## src/include/ues_pkg.sv

```systemverilog
`default_nettype none
package ues_pkg;
    // Bus geometry
    localparam int unsigned ADDR_W = 12;
    localparam int unsigned DATA_W = 32;
    // Event vector spans interrupt-enable bit positions 0..22
    localparam int unsigned EVT_W = 23;
    localparam int unsigned EVT_IDX_W = 5;
    localparam int unsigned CNT_W = 16;

    // Register offsets (byte addresses)
    localparam logic [11:0] EVT_BASE_OFF   = 12'h100;
    localparam logic [11:0] TX_BEGUN_OFF   = 12'h150;
    localparam logic [11:0] TX_HALTED_OFF  = 12'h158;
    localparam logic [11:0] SHORTCUTS_OFF  = 12'h200;
    localparam logic [11:0] INT_ENABLE_OFF = 12'h300;
    localparam logic [11:0] INT_STATUS_OFF = 12'h380;
    localparam logic [11:0] FILL_COUNT_OFF = 12'h384;

    // Event bit positions, shared by event flags, enable mask and status
    localparam int unsigned EV_CTS_ACT   = 0;
    localparam int unsigned EV_CTS_DEACT = 1;
    localparam int unsigned EV_RX_BYTE   = 2;
    localparam int unsigned EV_RX_FULL   = 4;
    localparam int unsigned EV_TX_BYTE   = 7;
    localparam int unsigned EV_TX_LAST   = 8;
    localparam int unsigned EV_ERROR     = 9;
    localparam int unsigned EV_RX_TMO    = 17;
    localparam int unsigned EV_RX_START  = 19;
    localparam int unsigned EV_TX_START  = 20;
    localparam int unsigned EV_TX_HALT   = 22;
    localparam logic [22:0] EVT_VALID    = 23'h5a_0397;

    // Shortcut bit positions
    localparam int unsigned SC_RESTART = 5;
    localparam int unsigned SC_STOP    = 6;
    localparam logic [31:0] SC_VALID   = 32'h0000_0060;

    // Reset values
    localparam logic [22:0] EVT_RST    = 23'h00_0000;
    localparam logic [31:0] SC_RST     = 32'h0000_0000;
    localparam logic [22:0] INTERRUPT_ENABLE_MASK_RST  = 23'h00_0000;
    localparam logic [15:0] CNT_RST    = 16'h0000;
endpackage : ues_pkg
`default_nettype wire

```

## src/hdl/ues_tx_detect.sv

```systemverilog
`timescale 1ns/10ps
`default_nettype none
module ues_tx_detect (
    // Clock and reset
    input  wire logic pclk,
    input  wire logic presetn,
    // Transmitter activity level from the serial engine
    input  wire logic tx_active,
    // One-cycle event pulses
    output logic      transmitter_started,
    output logic      transmitter_halted
);
    logic active_prev_reg;   // Activity seen one cycle earlier

    // Remember the previous activity level
    always_ff @(posedge pclk or negedge presetn) begin
        if (!presetn) begin
            active_prev_reg <= 1'b0;
        end else begin
            active_prev_reg <= tx_active;
        end
    end

    // Rising edge means the transmitter has begun, falling edge it stopped
    always_ff @(posedge pclk or negedge presetn) begin
        if (!presetn) begin
            transmitter_started <= 1'b0;
            transmitter_halted  <= 1'b0;
        end else begin
            transmitter_started <= tx_active & ~active_prev_reg;
            transmitter_halted  <= ~tx_active & active_prev_reg;
        end
    end
endmodule : ues_tx_detect
`default_nettype wire

```

## src/hdl/ues_rx_fill.sv

```systemverilog
`timescale 1ns/10ps
`default_nettype none
module ues_rx_fill (
    // Clock and reset
    input  wire logic        pclk,
    input  wire logic        presetn,
    // Byte stored into the receive buffer, buffer size, restart
    input  wire logic        rx_byte_stored,
    input  wire logic [15:0] rx_max_count,
    input  wire logic        restart,
    // Fill state and full pulse
    output logic      [15:0] fill_count,
    output logic             receive_buffer_full
);
    logic [15:0] count_next;   // Count after this byte

    // Next count, never wider than the counter
    always_comb begin
        count_next = 16'(fill_count + 16'h0001);
    end

    // Count bytes; wrap to zero and pulse full when the limit is reached
    always_ff @(posedge pclk or negedge presetn) begin
        if (!presetn) begin
            fill_count          <= ues_pkg::CNT_RST;
            receive_buffer_full <= 1'b0;
        end else if (restart) begin
            // A new reception begins with an empty buffer
            fill_count          <= ues_pkg::CNT_RST;
            receive_buffer_full <= 1'b0;
        end else if (rx_byte_stored && rx_max_count != 16'h0000
                     && count_next == rx_max_count) begin
            fill_count          <= ues_pkg::CNT_RST;
            receive_buffer_full <= 1'b1;
        end else begin
            if (rx_byte_stored) begin
                fill_count <= count_next;
            end
            receive_buffer_full <= 1'b0;
        end
    end
endmodule : ues_rx_fill
`default_nettype wire

```

## src/hdl/ues_top.sv

```systemverilog
`timescale 1ns/10ps
`default_nettype none
module ues_top (
    // Clock and reset
    input  wire logic        pclk,
    input  wire logic        presetn,
    // APB slave
    input  wire logic        psel,
    input  wire logic        penable,
    input  wire logic        pwrite,
    input  wire logic [11:0] paddr,
    input  wire logic [31:0] pwdata,
    output logic      [31:0] prdata,
    output logic             pready,
    output logic             pslverr,
    // Event pulses from the serial engine, same clock
    input  wire logic        clear_to_send_activated,
    input  wire logic        clear_to_send_deactivated,
    input  wire logic        receive_byte_ready,
    input  wire logic        transmit_byte_sent,
    input  wire logic        last_byte_transmitted,
    input  wire logic        rx_error,
    input  wire logic        receiver_timeout,
    input  wire logic        receiver_started,
    // Receive buffer progress
    input  wire logic        rx_byte_stored,
    input  wire logic [15:0] rx_max_count,
    // Transmitter activity level
    input  wire logic        tx_active,
    // Tasks raised by the shortcuts
    output logic             receiver_start_task,
    output logic             receiver_stop_task,
    // Interrupt
    output logic             irq
);
    // Stored state
    logic [22:0] event_flags_reg;      // One sticky flag per event position
    logic [22:0] event_flags_next;     // Next value of the flags
    logic [31:0] event_task_shortcuts; // Shortcut register
    logic [22:0] interrupt_enable_mask;// Interrupt enable register
    logic [22:0] status_capture_reg;   // Flags captured in the last setup cycle

    // Event sources
    logic [22:0] event_set;            // Hardware set requests this cycle
    logic        transmitter_started;  // Transmitter began
    logic        transmitter_halted;   // Transmitter stopped
    logic        receive_buffer_full;  // Buffer reached its size
    logic [15:0] fill_count;           // Bytes in the current buffer

    // Bus decode
    logic        setup_phase;          // First cycle of a transfer
    logic        access_phase;         // Completing cycle of a transfer
    logic        wr_access;            // Write completes now
    logic        rd_access;            // Read completes now
    logic        hit_event;            // Address is an event flag register
    logic        hit_shortcuts;        // Address is the shortcut register
    logic        hit_enable;           // Address is the enable register
    logic        hit_status;           // Address is the status register
    logic        hit_fill;             // Address is the fill count
    logic        hit_any;              // Any mapped address
    logic [4:0]  event_index;          // Event position from the address
    logic [31:0] read_value;           // Data selected for a read
    logic [22:0] read_clear;           // Flags cleared by a status read
    logic        status_read_pending;  // Status read in its access phase

    // Transmitter start and stop detection
    ues_tx_detect u_tx_detect (
        .pclk                (pclk),
        .presetn             (presetn),
        .tx_active           (tx_active),
        .transmitter_started (transmitter_started),
        .transmitter_halted  (transmitter_halted)
    );

    // Receive buffer fill tracking; a restart task empties it
    ues_rx_fill u_rx_fill (
        .pclk                (pclk),
        .presetn             (presetn),
        .rx_byte_stored      (rx_byte_stored),
        .rx_max_count        (rx_max_count),
        .restart             (receiver_start_task),
        .fill_count          (fill_count),
        .receive_buffer_full (receive_buffer_full)
    );

    // Gather event pulses into their bit positions
    always_comb begin
        event_set = 23'h00_0000;
        event_set[ues_pkg::EV_CTS_ACT]   = clear_to_send_activated;
        event_set[ues_pkg::EV_CTS_DEACT] = clear_to_send_deactivated;
        event_set[ues_pkg::EV_RX_BYTE]   = receive_byte_ready;
        event_set[ues_pkg::EV_RX_FULL]   = receive_buffer_full;
        event_set[ues_pkg::EV_TX_BYTE]   = transmit_byte_sent;
        event_set[ues_pkg::EV_TX_LAST]   = last_byte_transmitted;
        event_set[ues_pkg::EV_ERROR]     = rx_error;
        event_set[ues_pkg::EV_RX_TMO]    = receiver_timeout;
        event_set[ues_pkg::EV_RX_START]  = receiver_started;
        event_set[ues_pkg::EV_TX_START]  = transmitter_started;
        event_set[ues_pkg::EV_TX_HALT]   = transmitter_halted;
    end

    // APB phases; the slave never inserts wait states
    always_comb begin
        setup_phase  = psel & ~penable;
        access_phase = psel & penable;
        wr_access    = access_phase & pwrite;
        rd_access    = access_phase & ~pwrite;
    end

    // Handshake: every access completes in its first access cycle
    always_comb begin
        pready = 1'b1;
    end

    // Address decode; only aligned words are mapped
    always_comb begin
        event_index   = paddr[6:2];
        hit_event     = 1'b0;
        if (paddr[11:7] == ues_pkg::EVT_BASE_OFF[11:7] && paddr[1:0] == 2'b00
            && event_index < 5'(ues_pkg::EVT_W)) begin
            hit_event = ues_pkg::EVT_VALID[event_index];
        end
        hit_shortcuts = (paddr == ues_pkg::SHORTCUTS_OFF);
        hit_enable    = (paddr == ues_pkg::INT_ENABLE_OFF);
        hit_status    = (paddr == ues_pkg::INT_STATUS_OFF);
        hit_fill      = (paddr == ues_pkg::FILL_COUNT_OFF);
        hit_any       = hit_event | hit_shortcuts | hit_enable | hit_status | hit_fill;
    end

    // Read multiplexer; unmapped space and reserved bits read zero
    always_comb begin
        read_value = 32'h0000_0000;
        if (hit_event) begin
            read_value[0] = event_flags_reg[event_index];
        end else if (hit_shortcuts) begin
            read_value = event_task_shortcuts;
        end else if (hit_enable) begin
            read_value = {9'h000, interrupt_enable_mask};
        end else if (hit_status) begin
            read_value = {9'h000, event_flags_reg};
        end else if (hit_fill) begin
            read_value = {16'h0000, fill_count};
        end
    end

    // Read data and error are captured in the setup cycle so they come
    // from flip-flops yet are valid in the single access cycle
    always_ff @(posedge pclk or negedge presetn) begin
        if (!presetn) begin
            prdata  <= 32'h0000_0000;
            pslverr <= 1'b0;
        end else if (setup_phase) begin
            prdata  <= pwrite ? 32'h0000_0000 : read_value;
            pslverr <= ~hit_any;
        end else if (!psel) begin
            pslverr <= 1'b0;
        end
    end

    // Remember which flags a status read showed; only those are cleared,
    // so an event landing between setup and access is kept
    always_ff @(posedge pclk or negedge presetn) begin
        if (!presetn) begin
            status_capture_reg  <= ues_pkg::EVT_RST;
            status_read_pending <= 1'b0;
        end else if (setup_phase) begin
            status_capture_reg  <= event_flags_reg;
            status_read_pending <= hit_status & ~pwrite;
        end else begin
            status_read_pending <= 1'b0;
        end
    end

    // Clear mask applied at the access edge of a status read
    always_comb begin
        read_clear = 23'h00_0000;
        if (rd_access && status_read_pending) begin
            read_clear = status_capture_reg;
        end
    end

    // Per-event next value: hardware set wins over any clear or write
    for (genvar i = 0; i < ues_pkg::EVT_W; i++) begin : g_flag
        if (ues_pkg::EVT_VALID[i]) begin : g_used
            always_comb begin
                if (event_set[i]) begin
                    event_flags_next[i] = 1'b1;
                end else if (wr_access && hit_event && event_index == 5'(i)) begin
                    // Software may write the flag either way
                    event_flags_next[i] = pwdata[0];
                end else begin
                    event_flags_next[i] = event_flags_reg[i] & ~read_clear[i];
                end
            end
        end else begin : g_unused
            // Positions without an event stay zero
            always_comb begin
                event_flags_next[i] = 1'b0;
            end
        end
    end

    // Event flag storage
    always_ff @(posedge pclk or negedge presetn) begin
        if (!presetn) begin
            event_flags_reg <= ues_pkg::EVT_RST;
        end else begin
            event_flags_reg <= event_flags_next;
        end
    end

    // Shortcut register; undefined positions are not writable
    always_ff @(posedge pclk or negedge presetn) begin
        if (!presetn) begin
            event_task_shortcuts <= ues_pkg::SC_RST;
        end else if (wr_access && hit_shortcuts) begin
            event_task_shortcuts <= pwdata & ues_pkg::SC_VALID;
        end
    end

    // Interrupt enable register; each defined position is plain read-write
    always_ff @(posedge pclk or negedge presetn) begin
        if (!presetn) begin
            interrupt_enable_mask <= ues_pkg::INTERRUPT_ENABLE_MASK_RST;
        end else if (wr_access && hit_enable) begin
            // Clear-to-send pair, receive pair, transmit pair, error, and
            // timeout, receiver start, transmitter start and halt
            interrupt_enable_mask <= pwdata[22:0] & ues_pkg::EVT_VALID;
        end
    end

    // Shortcut tasks, one pulse per buffer-full event; both may fire at
    // once if software enables both, leaving the engine to order them
    always_ff @(posedge pclk or negedge presetn) begin
        if (!presetn) begin
            receiver_start_task <= 1'b0;
            receiver_stop_task  <= 1'b0;
        end else begin
            receiver_start_task <= receive_buffer_full
                                   & event_task_shortcuts[ues_pkg::SC_RESTART];
            receiver_stop_task  <= receive_buffer_full
                                   & event_task_shortcuts[ues_pkg::SC_STOP];
        end
    end

    // Interrupt level, registered so it is glitch free; it trails the
    // flags by one cycle
    always_ff @(posedge pclk or negedge presetn) begin
        if (!presetn) begin
            irq <= 1'b0;
        end else begin
            irq <= |(event_flags_reg & interrupt_enable_mask);
        end
    end
endmodule : ues_top
`default_nettype wire

```

## config.mk

```make
export PLATFORM = sky130hd
export DESIGN_NAME = ues_top
export DESIGN_NICKNAME = d
export VERILOG_FILES = /design/src/include/ues_pkg.sv /design/src/hdl/ues_tx_detect.sv /design/src/hdl/ues_rx_fill.sv /design/src/hdl/ues_top.sv
export SDC_FILE = /design/constraint.sdc
export NUM_CORES = 1
export LEC_CHECK = 0
export ABC_AREA = 1
export BUFFER_PORTS_ARGS = -buffer_cell sky130_fd_sc_hd__buf_4
export CAP_MARGIN = 30
export CORE_UTILIZATION = 50
export DETAILED_ROUTE_END_ITERATION = 16
export PLACE_DENSITY = 0.77
export SYNTH_ARGS = -nofsm -noshare
export SYNTH_HDL_FRONTEND = slang
export SYNTH_HIERARCHICAL = 1
export SYNTH_SLANG_ARGS = --single-unit
```

## constraint.sdc

```tcl
create_clock -name pclk -period 1.8 [get_ports pclk]
set_input_delay 0.09 -clock pclk [delete_from_list [all_inputs] [get_ports pclk]]
set_output_delay 0.09 -clock pclk [all_outputs]
set_load 0.005 [all_outputs]
```

==> results.py <==
metrics = {
    "finish": {
        "area_growth_pct": 32.1,
        "largest_reg_flops": 20,
        "layout-drive-gt1-share_pct": 28.0,
        "design_area_um2": 6950,
        "top_regs": "prdata x20, u_rx_fill/fill_count x16",
        "top_register": "prdata",
        "final_util_pct": 67.6,
        "diodes": 0,
        "final_nets": 969,
    },
    "logic_synthesis": {
        "ys_warn_count": 6,
        "synth-seq-cells": 80,
        "synth_top_area_share_pct": 38.1,
        "synthSimpleGateAreaFrac_pct": 43.2,
        "yosysTopAreaCell": "dfrtp_1",
        "synth_compound_area_share_pct": 5.88,
        "syn_avg_cell_area_um2": 7.11,
        "yosysMostFrequentCell": "nand2_1",
        "synth.area.mux_share_pct": 0,
        "yosys.area_share.adder_pct": 1.43,
        "synth_xor_area_share_pct": 0.595,
        "ys_seq_area_share_pct": 38.1,
        "syn_inst": 740,
        "synth-edff-count": 0,
        "synth_top_family_by_area": "simple AND/OR/NAND/NOR gates",
        "ys_async_sr_fraction_pct": 100,
        "ys_top_cells_by_area": "dfrtp_1, nand2_1, nand3_1",
        "netlist_area_um2": 5260,
        "synth_flop_cell": "dfrtp_1",
        "synth.top_cells.by_count": "nand2_1, nand3_1, dfrtp_1, inv_1, nor2_1",
        "yosysUniqueCellTypes": 40,
    },
    "floorplanning": {
        "start_util_pct": 51.2,
        "fp.dieW_um": 105,
        "fp-row-count": 37,
        "die_area_um2": 10900,
        "die_y_um": 105,
        "io_pins": 112,
        "coreArea_um2": 10300,
    },
    "placed_design": {
        "place_congestion": 0.908,
        "place_area_um2": 6240,
        "io_buffers": 79,
        "pre_cts_slack_ns": -0.258,
        "hpwl_mm": 10.9,
    },
    "sta": {
        "setup_slack_ns": -0.296,
        "fmax_ghz": 0.477,
        "worst-slew-pin-transition_ns": 0.510,
        "final_max_slew_viol_count": 0,
        "slew_headroom_pct": 66.0,
        "fin_crit_sh_pct": 116,
        "finalClockSkew_ns": 0.00970,
        "tns_ns": -4.67,
        "rsz0062_at_grt": "yes",
        "period_needed_ns": 2.10,
        "setup_viol": 17,
        "hold_violations": 0,
    },
    "setup_path": {
        "arrival_ns": 2.36,
        "r2r_setup_slack_ns": -0.30,
        "cp_slowest_cell": "dfrtp_1",
        "path_class": "reg2reg",
        "crit_start": "u_rx_fill/fill_count[0]",
        "cpMostUsedCell": "nand2_1",
        "regToRegStartpoint": "u_rx_fill/fill_count[0]",
        "path_cells": "ha_4, nand3_2, o21bai_1, nand2_1, nand2_1, nand2_1, nor2_2, nand2_2, nor2_4, nand3_4, clkbuf_16, nand2_4, nand2_2",
        "critPathLaunchType": "flip-flop",
        "cp_slowest_stage_delay_ns": 0.44,
        "cp_max_fo": 5,
        "required_ns": 2.06,
        "end_kind": "flip-flop",
    },
    "route": {
        "drtIter0Drc": 363,
        "firstDrtPassIters": 5,
        "vias": 5531,
        "vias_per_cell": 5.38,
        "avgRoutedWirePerCell_um": 14.8,
        "drt-total-wl_mm": 15.2,
        "drc": 0,
        "final_antenna_net_count": 0,
    },
    "grt": {
        "grt_max_degree": 33,
        "antenna_found_initial": 0,
        "grt_pass1_vias": 5305,
        "grt_usage_pct": 28.1,
        "grt_pass1_wl_mm": 24.6,
        "gr-total-overflow": 0,
    },
    "flow_run": {
        "maxCapViolCount": 0,
    },
    "cts": {
        "ctsHtreeMaxLevel": 3,
        "numClockSinks": 80,
        "cts_tree": "yes",
        "cts_buffers": 9,
        "clk_latency_ns": 0.36,
        "cts_buffer_depth": 2,
        "cts_root_buffer": "clkbuf_8",
        "path_clk_slew_ns": 0.09,
    },
    "power_and_ir_drop": {
        "p_total_mw": 4.84,
        "ir_drop_mv": 0.397,
        "power.leakage_nw": 3.63,
        "p_per_area_nw_per_um2": 696,
    },
    "hold_path": {
        "hold_path.class": "in2reg",
        "min_from": "pwrite",
    },
    "outcome": {
        "violations": "setup timing",
        "status": "complete, but fails checks",
    },
}
## stage by stage
step	hold slack, ns	instances
floorplan	-0.206	751
global placement	0.0230	978
detailed placement	0.0251	978
CTS	0.0244	1023
global route	0.0317	1029
finish	0.0367	1029
## kinds of logic after synthesis
kind of cell / count (synthesis)
AOI/OAI and AO/OA: 45
xor gates and xnor gates: 2
adders and majority gates: 6
buffers and inverters: 117
DFF: 80
other: 2
and+or+nand+nor: 488
## worst max-delay path, delay by kind of cell (launching register included)
kind | cells | cell delay (ns)
DFF | 1 | 0.44
buffers and inverters | 1 | 0.20
adders and majority gates | 1 | 0.19
and+or+nand+nor | 10 | 0.89
AOI/OAI and AO/OA | 1 | 0.27
## cells in the final DEF, fill, tap and decap left out, types with 9 or more instances in the layout
cell type / n
nor2_2: 15
nand2_2: 23
nand3_1: 90
clkbuf_8: 9
nand4_1: 40
inv_1: 67
conb_1: 13
nand2_4: 10
dlygate4sd3_1: 22
dfrtp_1: 78
nor3_1: 9
a21oi_1: 9
nand2_1: 221
nor2_1: 54
o21ai_0: 10
buf_4: 137
## routing by layer
layer / share of wire [%] / GRT usage (%)
met5: 0 / 0
met2: 51 / 49.2
met4: 3.6 / 13.8
met1: 39 / 33.9
met3: 6.6 / 3.74
## final cells by class
class                      count  area (um2)
tap                          136         170
inverter                      75         287
sequential                    80        2000
multi-input combinational    554        2880
fill                         842        3330
clock buffer                   9         124
timing repair buffer         168        1410
clock inverter                 7        77.6
## worst paths after layout
path                                                   endpoint  cells after the start
worst max-delay path                    u_rx_fill/fill_count[5]                     13
max in group asynchronous             interrupt_enable_mask[20]                      3
worst min register to register  u_tx_detect/transmitter_started                      1
min in group asynchronous                    event_flags_reg[0]                      2
worst max register to register          u_rx_fill/fill_count[5]                     13
worst min-delay path                        status_read_pending                      2
## power breakdown
| part | internal, mW | switching (mW) | total (mW) |
|---|---|---|---|
| clock network | 0.656 | 0.724 | 1.38 |
| logic | 0.685 | 0.703 | 1.39 |
| registers | 1.91 | 0.153 | 2.07 |
| total | 3.25 | 1.58 | 4.84 |
## timing repair
action,CTS,global route
endpoints found under the hold margin,80,0
endpoints found under the setup margin,17,17
pin swaps,3,14
hold buffers,22,0
setup buffers,7,5
cloned,0,1
gates resized for setup,14,23
No activity file was read; power rests on OpenSTA's default activity.
